`src/common/ppo_pkg.sv`:
```
// ****************************************
// shared constants
// ****************************************
package ppo_pkg;
    localparam int ADDR_W = 14;
    localparam int DATA_W = 32;
    localparam int NCH = 3;
    localparam int NLANE = 6;
    localparam int SYNC_W = 7;

    // register indices; byte address is four times the index
    localparam logic [11:0] IDX_SAMPLE = 12'hf26;
    localparam logic [11:0] IDX_OVERRIDE = 12'hf27;
    localparam logic [11:0] IDX_TRIG = 12'hf29;
    localparam logic [11:0] IDX_CTRL0 = 12'hf2c;

    // pin_level_sample fields
    localparam int SMP_FAULT_BIT = 6;
    // current_sense_trigger_ctrl fields
    localparam int TRG_POL_BIT = 7;
    localparam int TRG_HEN_BIT = 6;
    localparam int TRG_HIGH_INACTIVE_GROUP_EN_BIT = 5;
    localparam int TRG_LEN_BIT = 4;
    localparam int TRG_LOW_INACTIVE_GROUP_EN_BIT = 3;
    localparam int TRG_CH_LSB = 0;
    // modulator_control_0 fields
    localparam int CTL_OVREN_BIT = 0;
    localparam int CTL_OFF_LSB = 8;

    localparam logic [7:0] TRG_RST = 8'h00;
    localparam logic [5:0] OVR_RST = 6'h00;
    localparam logic [5:0] OFF_RST = 6'h00;
    localparam logic [6:0] SMP_RST = 7'h00;
    localparam logic [1:0] RESP_OKAY = 2'h0;
    localparam logic [1:0] RESP_SLVERR = 2'h2;
    localparam logic [31:0] RDATA_RST = 32'h0;

    // merges two channel triples: a[k] to bit 2k+1, b[k] to bit 2k
    function automatic logic [5:0] interleave(
        input logic [2:0] a,
        input logic [2:0] b
    );
        return {a[2], b[2], a[1], b[1], a[0], b[0]};
    endfunction : interleave

    function automatic logic reg_hit(
        input logic [13:0] addr,
        input logic [11:0] idx
    );
        return addr[13:2] == idx;
    endfunction : reg_hit
endpackage : ppo_pkg

```
`src/verilog/ppo_pin_sync.sv`:
```
`timescale 1ns/10ps
`default_nettype none
// ****************************************
// three-stage pin synchroniser
// ****************************************
module ppo_pin_sync #(
    parameter int WIDTH = ppo_pkg::SYNC_W
) (
    input wire logic clk,
    input wire logic reset_n,
    input wire logic [WIDTH-1:0] pinIn,
    output logic [WIDTH-1:0] pinLevel
);
    logic [WIDTH-1:0] stage1;
    logic [WIDTH-1:0] stage2;
    logic [WIDTH-1:0] stage3;
    logic [WIDTH-1:0] next_pinLevel;

    // a change counts once stages two and three agree
    always_comb begin
        for (int i = 0; i < WIDTH; i++) begin
            next_pinLevel[i] = (stage2[i] == stage3[i]) ? stage3[i]
                                                         : pinLevel[i];
        end
    end

    always_ff @(posedge clk or negedge reset_n) begin
        if (!reset_n) begin
            stage1 <= '0;
            stage2 <= '0;
            stage3 <= '0;
            pinLevel <= '0;
        end else begin
            stage1 <= pinIn;
            stage2 <= stage1;
            stage3 <= stage2;
            pinLevel <= next_pinLevel;
        end
    end
endmodule : ppo_pin_sync
`default_nettype wire

```
`src/verilog/ppo_pwm_override.sv`:
```
`timescale 1ns/10ps
`default_nettype none
// What this block does
// - sample reads six pwm pin levels
// - sample bit 6 shows fault0 pin
// - override bits act only with override_enable
// - overridden pin hides running modulator result
// - fault forces all outputs off state
// - odd override bits force low sides off
// - even override bits force high sides off
// - trigger is or of gated groups xor polarity
// - conversion starts only on trigger rise
// - bit 7 selects trigger polarity
// - bits 6..3 enable the four groups
// - masked channel terms evaluate as true
// - trigger settings never touch output pins
module ppo_pwm_override (
    input wire logic clk,
    input wire logic reset_n,
    input wire logic [13:0] s_axi_awaddr,
    input wire logic s_axi_awvalid,
    output logic s_axi_awready,
    input wire logic [31:0] s_axi_wdata,
    input wire logic [3:0] s_axi_wstrb,
    input wire logic s_axi_wvalid,
    output logic s_axi_wready,
    output logic [1:0] s_axi_bresp,
    output logic s_axi_bvalid,
    input wire logic s_axi_bready,
    input wire logic [13:0] s_axi_araddr,
    input wire logic s_axi_arvalid,
    output logic s_axi_arready,
    output logic [31:0] s_axi_rdata,
    output logic [1:0] s_axi_rresp,
    output logic s_axi_rvalid,
    input wire logic s_axi_rready,
    input wire logic [2:0] modHigh,
    input wire logic [2:0] modLow,
    input wire logic faultActive,
    input wire logic [2:0] highPinLevel,
    input wire logic [2:0] lowPinLevel,
    input wire logic fault0Pin,
    output logic [2:0] highSideOut,
    output logic [2:0] lowSideOut,
    output logic conversionRequest
);
    // ****************************************
    // pin sampling
    // ****************************************
    logic [6:0] pinSample;

    ppo_pin_sync #(.WIDTH(ppo_pkg::SYNC_W)) u_pin_sync (
        .clk(clk),
        .reset_n(reset_n),
        .pinIn({fault0Pin, ppo_pkg::interleave(highPinLevel, lowPinLevel)}),
        .pinLevel(pinSample)
    );

    // ****************************************
    // register bus
    // ****************************************
    logic awHeld;
    logic wHeld;
    logic [13:0] awAddr;
    logic [31:0] wData;
    logic [3:0] wStrb;
    logic [5:0] overrideBits;
    logic [7:0] trigCtrl;
    logic overrideEnable;
    logic [5:0] offLevel;
    logic next_awHeld;
    logic next_wHeld;
    logic [13:0] next_awAddr;
    logic [31:0] next_wData;
    logic [3:0] next_wStrb;
    logic next_awready;
    logic next_wready;
    logic next_bvalid;
    logic [1:0] next_bresp;
    logic next_arready;
    logic next_rvalid;
    logic [31:0] next_rdata;
    logic [1:0] next_rresp;
    logic [5:0] next_overrideBits;
    logic [7:0] next_trigCtrl;
    logic next_overrideEnable;
    logic [5:0] next_offLevel;
    logic doWrite;

    always_comb begin
        next_awHeld = awHeld;
        next_wHeld = wHeld;
        next_awAddr = awAddr;
        next_wData = wData;
        next_wStrb = wStrb;
        next_bvalid = s_axi_bvalid;
        next_bresp = s_axi_bresp;
        next_overrideBits = overrideBits;
        next_trigCtrl = trigCtrl;
        next_overrideEnable = overrideEnable;
        next_offLevel = offLevel;
        doWrite = awHeld && wHeld && !s_axi_bvalid;
        if (s_axi_bvalid && s_axi_bready) begin
            next_bvalid = 1'b0;
        end
        if (s_axi_awvalid && s_axi_awready) begin
            next_awHeld = 1'b1;
            next_awAddr = s_axi_awaddr;
        end
        if (s_axi_wvalid && s_axi_wready) begin
            next_wHeld = 1'b1;
            next_wData = s_axi_wdata;
            next_wStrb = s_axi_wstrb;
        end
        if (doWrite) begin
            next_awHeld = 1'b0;
            next_wHeld = 1'b0;
            next_bvalid = 1'b1;
            next_bresp = ppo_pkg::RESP_OKAY;
            // sample register ignores writes
            if (ppo_pkg::reg_hit(awAddr, ppo_pkg::IDX_OVERRIDE)) begin
                if (wStrb[0]) begin
                    next_overrideBits = wData[5:0];
                end
            end else if (ppo_pkg::reg_hit(awAddr, ppo_pkg::IDX_TRIG)) begin
                if (wStrb[0]) begin
                    next_trigCtrl = wData[7:0];
                end
            end else if (ppo_pkg::reg_hit(awAddr, ppo_pkg::IDX_CTRL0)) begin
                if (wStrb[0]) begin
                    next_overrideEnable = wData[ppo_pkg::CTL_OVREN_BIT];
                end
                if (wStrb[1]) begin
                    next_offLevel = wData[ppo_pkg::CTL_OFF_LSB +: 6];
                end
            end else if (!ppo_pkg::reg_hit(awAddr, ppo_pkg::IDX_SAMPLE)) begin
                next_bresp = ppo_pkg::RESP_SLVERR;
            end
        end
        next_awready = !next_awHeld;
        next_wready = !next_wHeld;
    end

    always_comb begin
        next_arready = s_axi_arready;
        next_rvalid = s_axi_rvalid;
        next_rdata = s_axi_rdata;
        next_rresp = s_axi_rresp;
        if (s_axi_rvalid && s_axi_rready) begin
            next_rvalid = 1'b0;
            next_arready = 1'b1;
        end
        if (s_axi_arvalid && s_axi_arready) begin
            next_arready = 1'b0;
            next_rvalid = 1'b1;
            next_rdata = ppo_pkg::RDATA_RST;
            next_rresp = ppo_pkg::RESP_OKAY;
            if (ppo_pkg::reg_hit(s_axi_araddr, ppo_pkg::IDX_SAMPLE)) begin
                next_rdata[6:0] = pinSample;
            end else if (ppo_pkg::reg_hit(s_axi_araddr,
                                          ppo_pkg::IDX_OVERRIDE)) begin
                next_rdata[5:0] = overrideBits;
            end else if (ppo_pkg::reg_hit(s_axi_araddr,
                                          ppo_pkg::IDX_TRIG)) begin
                next_rdata[7:0] = trigCtrl;
            end else if (ppo_pkg::reg_hit(s_axi_araddr,
                                          ppo_pkg::IDX_CTRL0)) begin
                next_rdata[ppo_pkg::CTL_OVREN_BIT] = overrideEnable;
                next_rdata[ppo_pkg::CTL_OFF_LSB +: 6] = offLevel;
            end else begin
                next_rresp = ppo_pkg::RESP_SLVERR;
            end
        end
    end

    always_ff @(posedge clk or negedge reset_n) begin
        if (!reset_n) begin
            awHeld <= 1'b0;
            wHeld <= 1'b0;
            awAddr <= '0;
            wData <= ppo_pkg::RDATA_RST;
            wStrb <= '0;
            s_axi_awready <= 1'b1;
            s_axi_wready <= 1'b1;
            s_axi_bvalid <= 1'b0;
            s_axi_bresp <= ppo_pkg::RESP_OKAY;
            s_axi_arready <= 1'b1;
            s_axi_rvalid <= 1'b0;
            s_axi_rdata <= ppo_pkg::RDATA_RST;
            s_axi_rresp <= ppo_pkg::RESP_OKAY;
            overrideBits <= ppo_pkg::OVR_RST;
            trigCtrl <= ppo_pkg::TRG_RST;
            overrideEnable <= 1'b0;
            offLevel <= ppo_pkg::OFF_RST;
        end else begin
            awHeld <= next_awHeld;
            wHeld <= next_wHeld;
            awAddr <= next_awAddr;
            wData <= next_wData;
            wStrb <= next_wStrb;
            s_axi_awready <= next_awready;
            s_axi_wready <= next_wready;
            s_axi_bvalid <= next_bvalid;
            s_axi_bresp <= next_bresp;
            s_axi_arready <= next_arready;
            s_axi_rvalid <= next_rvalid;
            s_axi_rdata <= next_rdata;
            s_axi_rresp <= next_rresp;
            overrideBits <= next_overrideBits;
            trigCtrl <= next_trigCtrl;
            overrideEnable <= next_overrideEnable;
            offLevel <= next_offLevel;
        end
    end

    // ****************************************
    // output override
    // ****************************************
    logic [5:0] modLane;
    logic [5:0] forceOff;
    logic [5:0] nextLane;
    logic [5:0] outLane;
    logic [2:0] next_highSideOut;
    logic [2:0] next_lowSideOut;
    // lane 2k is high side k, lane 2k+1 low side k
    always_comb begin
        modLane = ppo_pkg::interleave(modLow, modHigh);
        outLane = ppo_pkg::interleave(lowSideOut, highSideOut);
        if (faultActive) begin
            forceOff = '1;
        end else if (overrideEnable) begin
            forceOff = overrideBits;
        end else begin
            forceOff = '0;
        end
        // modulator keeps running, only its path is cut; trigger
        // settings have no path here
        nextLane = (forceOff & offLevel) | (~forceOff & modLane);
        for (int k = 0; k < ppo_pkg::NCH; k++) begin
            next_highSideOut[k] = nextLane[2*k];
            next_lowSideOut[k] = nextLane[2*k+1];
        end
    end

    // ****************************************
    // adc trigger
    // ****************************************
    logic [2:0] chanEn;
    logic [2:0] highTerm;
    logic [2:0] highNotTerm;
    logic [2:0] lowTerm;
    logic trigLevel;
    logic trigPrev;
    logic next_conversionRequest;
    always_comb begin
        chanEn = trigCtrl[ppo_pkg::TRG_CH_LSB +: 3];
        highTerm = highSideOut | ~chanEn;
        highNotTerm = ~highSideOut | ~chanEn;
        lowTerm = lowSideOut | ~chanEn;
        // fourth group uses inverted high sides as printed
        trigLevel = trigCtrl[ppo_pkg::TRG_POL_BIT] ^ (
            (trigCtrl[ppo_pkg::TRG_HEN_BIT] & (&highTerm)) |
            (trigCtrl[ppo_pkg::TRG_LEN_BIT] & (&lowTerm)) |
            (trigCtrl[ppo_pkg::TRG_HIGH_INACTIVE_GROUP_EN_BIT] & (&highNotTerm)) |
            (trigCtrl[ppo_pkg::TRG_LOW_INACTIVE_GROUP_EN_BIT] & (&highNotTerm)));
        next_conversionRequest = trigLevel && !trigPrev;
    end

    always_ff @(posedge clk or negedge reset_n) begin
        if (!reset_n) begin
            highSideOut <= '0;
            lowSideOut <= '0;
            trigPrev <= 1'b0;
            conversionRequest <= 1'b0;
        end else begin
            highSideOut <= next_highSideOut;
            lowSideOut <= next_lowSideOut;
            trigPrev <= trigLevel;
            conversionRequest <= next_conversionRequest;
        end
    end
endmodule : ppo_pwm_override
`default_nettype wire
```
`config.mk`:
```
export PLATFORM = sky130hd
export DESIGN_NAME = ppo_pwm_override
export DESIGN_NICKNAME = d
export VERILOG_FILES = /design/src/common/ppo_pkg.sv /design/src/verilog/ppo_pin_sync.sv /design/src/verilog/ppo_pwm_override.sv
export SDC_FILE = /design/constraint.sdc
export NUM_CORES = 1
export LEC_CHECK = 0
export BUFFER_PORTS_ARGS = -buffer_cell sky130_fd_sc_hd__buf_4
export CAP_MARGIN = 20
export CORE_ASPECT_RATIO = 0.9
export CORE_UTILIZATION = 45
export DETAILED_ROUTE_END_ITERATION = 16
export GPL_ROUTABILITY_DRIVEN = 0
export PLACE_DENSITY = 0.75
export SYNTH_ARGS = -nofsm -noshare
export SYNTH_HDL_FRONTEND = slang
export SYNTH_HIERARCHICAL = 1
export SYNTH_SLANG_ARGS = --single-unit
```
`constraint.sdc`:
```
create_clock -name clk -period 4.3 [get_ports clk]
set_clock_uncertainty 0.15 [all_clocks]
set_input_delay 0.43 -clock clk [delete_from_list [all_inputs] [get_ports clk]]
set_output_delay 0.43 -clock clk [all_outputs]
set_load 0.1 [all_outputs]
```
==> results of run 1 <==
[power groups by stage]
stage / Clock [uW] / Sequential [uW] / Combinational, uW
6_report: 557 / 1340 / 704
5_1_grt: 621 / 1370 / 748
4_1_cts: 579 / 1340 / 711
3_5_place_dp: 0 / 1360 / 709
3_3_place_gp: 0 / 1350 / 695
2_1_floorplan: 0 / 1530 / 364
[stage by stage]
| stage | total power [uW] | cells |
|---|---|---|
| 3_3_place_gp | 2047 | 517 |
| 5_1_grt | 2735 | 533 |
| 2_1_floorplan | 1896 | 333 |
| 6_report | 2603 | 533 |
| 3_5_place_dp | 2072 | 517 |
| 4_1_cts | 2634 | 533 |
[final cells by class]
cell class	count	area [um^2]	area share
Clock inverter	3	21.27	0.004070
Inverter	5	18.77	0.003591
Sequential cell	108	2706	0.5178
Timing Repair Buffer	89	668.1	0.1278
Clock buffer	13	158.9	0.03040
Tap cell	122	152.6	0.02921
Multi-Input combinational cell	193	1500	0.2870
[flip-flops by register name, indices dropped and copies added, names as in the netlist, 2 cells and up]
name / count
overrideBits: 6
u_pin_sync/stage2: 7
lowSideOut: 3
u_pin_sync/stage1: 7
trigCtrl: 8
s_axi_rdata: 14
wData: 14
u_pin_sync/pinLevel: 7
awAddr: 12
highSideOut: 3
u_pin_sync/stage3: 7
offLevel: 6
wStrb: 2
[layer usage]
layer  GRT usage  wire length, um  part of all wire  vias to the layer above
met3     0.04238              450             0.056                       10
met2      0.2922             3878              0.48                       86
met1      0.2211             3604              0.45                     1356
li1            -                -                 -                     1275
met5           0                0                 0                        -
met4     0.06250               91             0.011                        0
[worst min path at each step]
stage	from	to	slack [ns]	cells after the start
finish	highPinLevel[0]	u_pin_sync/stage1[1]$_DFF_PN0_	0.02	1
detailed placement	u_pin_sync/stage1[5]$_DFF_PN0_	u_pin_sync/stage2[5]$_DFF_PN0_	0.18	0
global placement	u_pin_sync/stage1[0]$_DFF_PN0_	u_pin_sync/stage2[0]$_DFF_PN0_	0.19	0
CTS	lowPinLevel[2]	u_pin_sync/stage1[4]$_DFF_PN0_	0.007	1
global route	highPinLevel[0]	u_pin_sync/stage1[1]$_DFF_PN0_	0.00005	1
floorplan	reset_n	awAddr[10]$_DFFE_PN0P_	-0.02	0
[cell families (layout without fill, tap and decap cells)]
group                    after synthesis  count (layout)  synth area share
flip-flops                           108             108            0.6239
buffers and inverters                 32             110           0.04673
XOR/XNOR                               3               3          0.006058
AO/OA/AOI/OAI                         50              50           0.07759
multiplexers                          57              57            0.1474
other                                  1              20         0.0008645
AND/OR/NAND/NOR                       56              56           0.07932
adder cells (fa/ha/maj)                7               7           0.01817
[synth_stat cells, types with 2 or more instances]
cell      number
a21oi_1       10
a22o_1        11
a22oi_1        4
a31oi_1        2
a32oi_1        2
buf_4         20
clkbuf_1       5
dfrtp_1      105
dfstp_2        3
inv_1          5
maj3_2         7
mux2_2        55
mux2i_1        2
nand2_1       12
nand2b_1      11
nand3_1        3
nand3b_1       5
nand4_1        5
nor2_1         5
nor3b_1        2
o21ai_0       13
xnor2_1        2
==> impl_metrics.tcl, run 1 <==
set metrics [dict create \
    pre_cts_ws_ns 1.953 \
    tightest_slew_ns 0.9418 \
    reg2reg_depth 4 \
    synth_edf_count 0 \
    ys_seq_area_frac 0.6239 \
    ys.flop_type "dfrtp_1" \
    setup_viol 0 \
    cts_resized 0 \
    fin_ws_ns 1.924 \
    cts_root_buffer "clkbuf_8" \
    status "finished clean" \
    final_max_slew_viol_count 0 \
    drt-initial-drc-count 68 \
    r2r-end "s_axi_rdata[8]$_DFFE_PN0P_" \
    areaGrowthSynthToFinish_pct 20.48 \
    crit_family "simple AND/OR/NAND/NOR gates" \
    crit_chain "nand2_2, or4_4, nor4b_4, a22o_1" \
    slew_headroom 0.3721 \
    hold_buffers 0 \
    layout.nets 491 \
    die_w_um 105.5 \
    grt.overflow.total 0 \
    design_area_um2 5226 \
    synth_top_cells_by_area "dfrtp_1 (61%), mux2_2 (14%), buf_4 (3.5%)" \
    clkPwrFrac 0.214 \
    fill_cells 768 \
    cap_violations 0 \
    rows 33 \
    reg2reg_from "s_axi_arready$_DFFE_PN1P_" \
    synth_cells 314 \
    peakVddDrop_v 0.0004737 \
    cp.required_ns 4.45 \
    r2r_setup_slack_ns 1.92 \
    hold_slack_ns 0.02476 \
    grt_max_degree 78 \
    wl_per_cell_um 15.05 \
    dpl_cell_area_um2 5046 \
    syn-cell-area_um2 4338 \
    synth.distinct_cells 47 \
    startpoint_type "flip-flop" \
    die_area_um2 10040 \
    diodes 0 \
    hold_viol_final 0 \
    ys_ff_latch 108 \
    antenna_found_initial 0 \
    swShare 0.3411 \
    rsz0062_at_grt "false" \
    cp.arrival_ns 2.52 \
    fin_crit_ns 2.376 \
    finalSetupTns_ns 0 \
    final_cell_mix "dfrtp_1 (105), buf_4 (89), mux2_2 (55)" \
    cts.htree.levels 3 \
    core_area_um2 9249 \
    place_hpwl_mm 5.928 \
    first_pass_iters 4 \
    cts.sinks 108 \
    die_h_um 95.15 \
    grt_pass1_wl_mm 13.21 \
    clockBufferDepth 2 \
    postRouteWirelength_mm 8.024 \
    powerDensity_nw_per_um2 498.0 \
    vias 2727 \
    setup.worst_path.class "flip-flop to flip-flop" \
    worst_hold_path_type "primary input to flip-flop" \
    max_freq_ghz 0.4209 \
    final_common_cell "dfrtp_1" \
    leakagePower_uw 0.002451 \
    clock_latency_ns 0.36 \
    combPwrFrac 0.270 \
    crit_path_end_kind "flip-flop" \
    slowest_delay_ns 0.67 \
    synth_top_area_share 0.6057 \
    ios 133 \
    drc_errors 0 \
    grt_pass1_vias 2689 \
    power_frac_seq 0.516 \
    antenna_left 0 \
    slowest_stage "or4_4" \
    yosysWarningCount 6 \
    cts_setup_buffers 0 \
    cts_tree "done" \
    drive_above_1_share 0.4209 \
    endpoint "s_axi_rdata[8]$_DFFE_PN0P_" \
    startpoint "s_axi_arready$_DFFE_PN1P_" \
    numPortBuffers 88 \
    p_int_uw 1715 \
    numCtsBuffers 9 \
    syn-mean-instance-area_um2 13.82 \
    path_buf_inv 0 \
    cp_num_cells 4 \
    via_per_inst 5.116 \
    initial_core_util 0.4690 \
    cp_max_fo 18 \
    final_core_util 0.5651 \
    grt_use_total 0.1735 \
    p_switching_uw 887.8 \
    ys_async_sr_fraction 1.000 \
    clk_pin_slew_ns 0.09 \
    min_period_over_period 0.5526 \
    yosysTopAreaCell "dfrtp_1" \
]
No activity file was read; power rests on OpenSTA's default activity.
==> run 2, diff against run 1 <==
--- a/config.mk
+++ b/config.mk
@@ -11,7 +11,7 @@
 export CORE_UTILIZATION = 45
 export DETAILED_ROUTE_END_ITERATION = 16
 export GPL_ROUTABILITY_DRIVEN = 0
-export PLACE_DENSITY = 0.75
+export PLACE_DENSITY = 0.78
 export SYNTH_ARGS = -nofsm -noshare
 export SYNTH_HDL_FRONTEND = slang
 export SYNTH_HIERARCHICAL = 1
==> constraint.sdc (replaced) <==
create_clock -name clk -period 2 [get_ports clk]
set_clock_uncertainty 0.15 [all_clocks]
set_input_delay 0.2 -clock clk [delete_from_list [all_inputs] [get_ports clk]]
set_output_delay 0.2 -clock clk [all_outputs]
set_load 0.1 [all_outputs]
==> impl_metrics.tcl, run 2 (same netlist as run 1, synthesis figures left out) <==
set metrics [dict create \
    cap_violations 0 \
    clock_latency_ns 0.35 \
    slew_headroom 0.6214 \
    powerDensity_nw_per_um2 1005 \
    min_period_over_period 0.9906 \
    top_regs "s_axi_rdata (14), wData (14), awAddr (12)" \
    worst_hold_path_type "primary input to flip-flop" \
    wl_per_cell_um 14.89 \
    initial_core_util 0.4690 \
    fin_cells 590 \
    rows 33 \
    pre_cts_ws_ns -0.02175 \
    final_max_slew_viol_count 0 \
    drive_above_1_share 0.4017 \
    fill_cells 694 \
    place_hpwl_mm 6.318 \
    clkPwrFrac 0.218 \
    die_w_um 105.5 \
    fin_crit_ns 1.981 \
    p_switching_uw 1981 \
    leakagePower_uw 0.002714 \
    path_buf_inv 1 \
    grt_use_total 0.1911 \
    reg2reg_from "s_axi_arready$_DFFE_PN1P_" \
    die_h_um 95.15 \
    drt-initial-drc-count 96 \
    finalSetupTns_ns 0 \
    numCtsBuffers 9 \
    slowest_delay_ns 0.64 \
    tightest_slew_ns 0.5679 \
    cts_setup_buffers 0 \
    grt_pass1_wl_mm 14.56 \
    worstHoldStart "s_axi_araddr[2]" \
    setup.worst_path.class "flip-flop to flip-flop" \
    grt_max_degree 46 \
    power_frac_seq 0.498 \
    hold_viol_final 0 \
    crit_path_end_kind "flip-flop" \
    layout.nets 548 \
    fin_ws_ns 0.01883 \
    postRouteWirelength_mm 8.788 \
    place_inst 528 \
    hold_slack_ns 0.1031 \
    combPwrFrac 0.283 \
    cts_root_buffer "clkbuf_8" \
    die_area_um2 10040 \
    cts.sinks 108 \
    via_per_inst 4.986 \
    rsz0062_at_grt "true" \
    cts.htree.levels 3 \
    antenna_left 0 \
    max_freq_ghz 0.5048 \
    startpoint "s_axi_arready$_DFFE_PN1P_" \
    numPortBuffers 88 \
    grt_pass1_vias 2936 \
    peakVddDrop_v 0.001253 \
    drc_errors 0 \
    status "finished clean" \
    cts_tree "done" \
    clockBufferDepth 2 \
    grt.overflow.total 0 \
    cp.arrival_ns 2.12 \
    swShare 0.3386 \
    final_common_cell "dfrtp_1" \
    antenna_found_initial 0 \
    areaGrowthSynthToFinish_pct 34.12 \
    core_area_um2 9249 \
    first_pass_iters 4 \
    slowest_stage "dfstp_4" \
    diodes 0 \
    startpoint_type "flip-flop" \
    ios 133 \
    clk_pin_slew_ns 0.09 \
    p_int_uw 3869 \
    setup_viol 0 \
    crit_family "simple AND/OR/NAND/NOR gates" \
    cp_max_fo 6 \
    cp.required_ns 2.14 \
    final_cell_mix "dfrtp_1 (102), buf_4 (99), mux2_2 (55)" \
    vias 2942 \
    crit_chain "nand2_4, or4_4, nor4b_4, buf_4, a22o_1" \
]
==> run 2: routing by layer <==
metal  GRT usage  up-vias  wire (um)
li1            -     1382          -
met3     0.05263        6        460
met2      0.3130      110       4157
met5           0        -          0
met4     0.03704        0         71
met1      0.2592     1444       4098
==> run 2: worst paths after layout <==
path	slack, ns	cells after the start	end
max reg2reg	0.02	5	s_axi_rdata[12]$_DFFE_PN0P_
max in group asynchronous	0.86	3	wData[3]$_DFFE_PN0P_
min	0.10	3	s_axi_rdata[7]$_DFFE_PN0P_
max	0.02	5	s_axi_rdata[12]$_DFFE_PN0P_
min reg2reg	0.21	0	u_pin_sync/stage2[6]$_DFF_PN0_
min in group asynchronous	0.22	2	wData[10]$_DFFE_PN0P_
==> run 2: area by class of cell <==
cell class	count	area [um^2]	area share
Sequential cell	108	2721	0.4677
Multi-Input combinational cell	193	1510	0.2596
Timing Repair Buffer	146	1224	0.2103
Tap cell	122	152.6	0.02624
Clock buffer	11	131.4	0.02258
Clock inverter	5	60.06	0.01032
Inverter	5	18.77	0.003226
==> run 2: worst register-to-register path, delay by kind of cell (launching register included) <==
family,cells,cell delay [ns]
flip-flops,1,0.64
AO/OA/AOI/OAI,1,0.13
buffers and inverters,1,0.18
AND/OR/NAND/NOR,3,0.82
==> run 2: power by group through the flow <==
| stage | Clock, uW | Combinational, uW | Sequential (uW) |
|---|---|---|---|
| floorplan | 0 | 787 | 3320 |
| global placement | 0 | 1540 | 2930 |
| detailed placement | 0 | 1580 | 2960 |
| CTS | 1330 | 1660 | 2920 |
| global route | 1430 | 1760 | 2980 |
| finish | 1280 | 1660 | 2920 |
==> run 2: through the flow <==
stage               utilization  total power [uW]  instance area, um^2
CTS                      0.6285              5904                 5813
global route             0.6291              6174                 5818
finish                   0.6291              5850                 5818
detailed placement       0.5580              4538                 5161
floorplan                     -              4104                 4433
global placement         0.5580              4469                 5161
==> run 2: timing repair <==
item / in CTS / in global routing
hold endpoints to repair: 84 / 0
endpoints found under the setup margin: 6 / 17
pin swaps: 1 / 4
gates resized for setup: 0 / 1
hold buffers: 46 / 0
==> run 3, diff against run 2 <==
--- a/config.mk
+++ b/config.mk
@@ -7,7 +7,6 @@
 export LEC_CHECK = 0
 export BUFFER_PORTS_ARGS = -buffer_cell sky130_fd_sc_hd__buf_4
 export CAP_MARGIN = 20
-export CORE_ASPECT_RATIO = 0.9
 export CORE_UTILIZATION = 45
 export DETAILED_ROUTE_END_ITERATION = 16
 export GPL_ROUTABILITY_DRIVEN = 0
==> impl_metrics.tcl, run 3 (same netlist as run 1, synthesis figures left out) <==
set metrics [dict create \
    numPortBuffers 88 \
    vias 2955 \
    min_to "s_axi_rdata[7]$_DFFE_PN0P_" \
    min_period_over_period 0.9762 \
    drc_errors 0 \
    drive_above_1_share 0.4038 \
    hold_slack_ns 0.05521 \
    reg2reg_depth 5 \
    areaGrowthSynthToFinish_pct 34.81 \
    grt.busiest_layer "met2" \
    final_cell_mix "dfrtp_1 (102), buf_4 (98), mux2_2 (55)" \
    cts_root_buffer "clkbuf_8" \
    top_regs "s_axi_rdata (14), wData (14), awAddr (12)" \
    grt.overflow.total 0 \
    first_pass_iters 4 \
    initial_core_util 0.4673 \
    cts_tree "done" \
    met3_usage 0.03691 \
    cts_resized 0 \
    die_h_um 100.2 \
    seqCellArea_um2 2721 \
    cap_violations 0 \
    max_freq_ghz 0.5122 \
    layout.nets 548 \
    setup.worst_path.class "flip-flop to flip-flop" \
    place_hpwl_mm 6.323 \
    met2_usage 0.3351 \
    power.total_uw 5918 \
    final_core_util 0.6299 \
    hold_viol_final 0 \
    powerDensity_nw_per_um2 1012 \
    rsz0062_at_grt "true" \
    ios 133 \
    clockBufferDepth 2 \
    antenna_found_initial 0 \
    r2r_setup_slack_ns 0.05 \
    worstHoldStart "s_axi_araddr[2]" \
    pre_cts_ws_ns 0.005371 \
    crit_path_end_kind "flip-flop" \
    die_area_um2 10040 \
    grt_max_degree 40 \
    die_w_um 100.2 \
    clk_pin_slew_ns 0.11 \
    grt_use_total 0.1931 \
    drt-initial-drc-count 116 \
    diodes 0 \
    antenna_left 0 \
    status "finished clean" \
    r2r-end "s_axi_rdata[12]$_DFFE_PN0P_" \
    reg2reg_from "s_axi_arready$_DFFE_PN1P_" \
    cts.sinks 108 \
    cp_max_fo 6 \
    fin_ws_ns 0.04763 \
    worst_hold_path_type "primary input to flip-flop" \
    cp.required_ns 2.16 \
    slowest_delay_ns 0.64 \
    grt_pass1_vias 3069 \
    multiInputGateArea_um2 1505 \
    core_area_um2 9284 \
    slowest_stage "dfstp_4" \
    cp.arrival_ns 2.11 \
    crit_chain "nand2_4, or4_4, nor4b_4, buf_4, a22o_1" \
    via_per_inst 4.950 \
    numCtsBuffers 9 \
    startpoint_type "flip-flop" \
    wl_per_cell_um 15.11 \
    rows 35 \
    fill_cells 733 \
    final_max_slew_viol_count 0 \
    leakagePower_uw 0.002725 \
    cts.htree.levels 3 \
    grt_util_met1 0.2465 \
    hold_depth 3 \
    final_common_cell "dfrtp_1" \
    peakVddDrop_v 0.0009263 \
    fin_crit_ns 1.952 \
    postRouteWirelength_mm 9.022 \
    setup_viol 0 \
    grt_pass1_wl_mm 14.93 \
    finalSetupTns_ns 0 \
    clock_latency_ns 0.37 \
]
-- run 3: report_power, final --
group	internal, uW	leakage (uW)	switching (uW)
sequential	2630	0.00135	274
combinational	651	0.00127	1010
clock	597	0.000101	755
total	3880	0.00272	2040
-- run 3: worst max-delay path by stage --
stage	start	endpoint	slack, ns
after floorplan	s_axi_arready$_DFFE_PN1P_	s_axi_rdata[10]$_DFFE_PN0P_	-0.30
after CTS	s_axi_arready$_DFFE_PN1P_	s_axi_rdata[12]$_DFFE_PN0P_	0.03
after global placement	s_axi_arready$_DFFE_PN1P_	s_axi_rdata[9]$_DFFE_PN0P_	0.02
after detailed placement	s_axi_arready$_DFFE_PN1P_	s_axi_rdata[8]$_DFFE_PN0P_	0.005
after global routing	s_axi_arready$_DFFE_PN1P_	s_axi_rdata[12]$_DFFE_PN0P_	-0.007
final	s_axi_arready$_DFFE_PN1P_	s_axi_rdata[12]$_DFFE_PN0P_	0.05
-- run 3: through the flow --
| stage | std cells | area (um^2) |
|---|---|---|
| after CTS | 596 | 5841 |
| final | 597 | 5848 |
| after global placement | 534 | 5175 |
| after detailed placement | 534 | 5175 |
| after floorplan | 333 | 4433 |
| after global routing | 597 | 5848 |
-- run 3: layout make-up --
cell class | count | share of cell area
sequential | 108 | 0.4653
multi-input combinational | 193 | 0.2574
timing repair buffer | 146 | 0.2114
tap | 129 | 0.02760
clock buffer | 9 | 0.02118
clock inverter | 7 | 0.01391
inverter | 5 | 0.003209
-- run 3: metal layers --
| metal | part of all wire | routed length (um) | up-vias |
|---|---|---|---|
| met5 | 0 | 0 | - |
| met4 | 0.0098 | 88 | 0 |
| met3 | 0.052 | 472 | 9 |
| met2 | 0.50 | 4522 | 105 |
| met1 | 0.44 | 3938 | 1458 |
| li1 | - | - | 1383 |
-- run 3: what timing repair did --
action / 4_1_cts / 5_1_grt
endpoints found under the hold margin: 78 / 0
setup endpoints to repair: 6 / 7
hold buffers: 46 / 0
setup buffers: 0 / 1
pin swaps: 1 / 2
-- run 3: worst max-delay path, delay by kind of cell, from the launching register on --
family	cells	cell delay (ns)
AO/OA/AOI/OAI	1	0.13
AND/OR/NAND/NOR	3	0.80
buffers and inverters	1	0.18
flip-flops	1	0.64
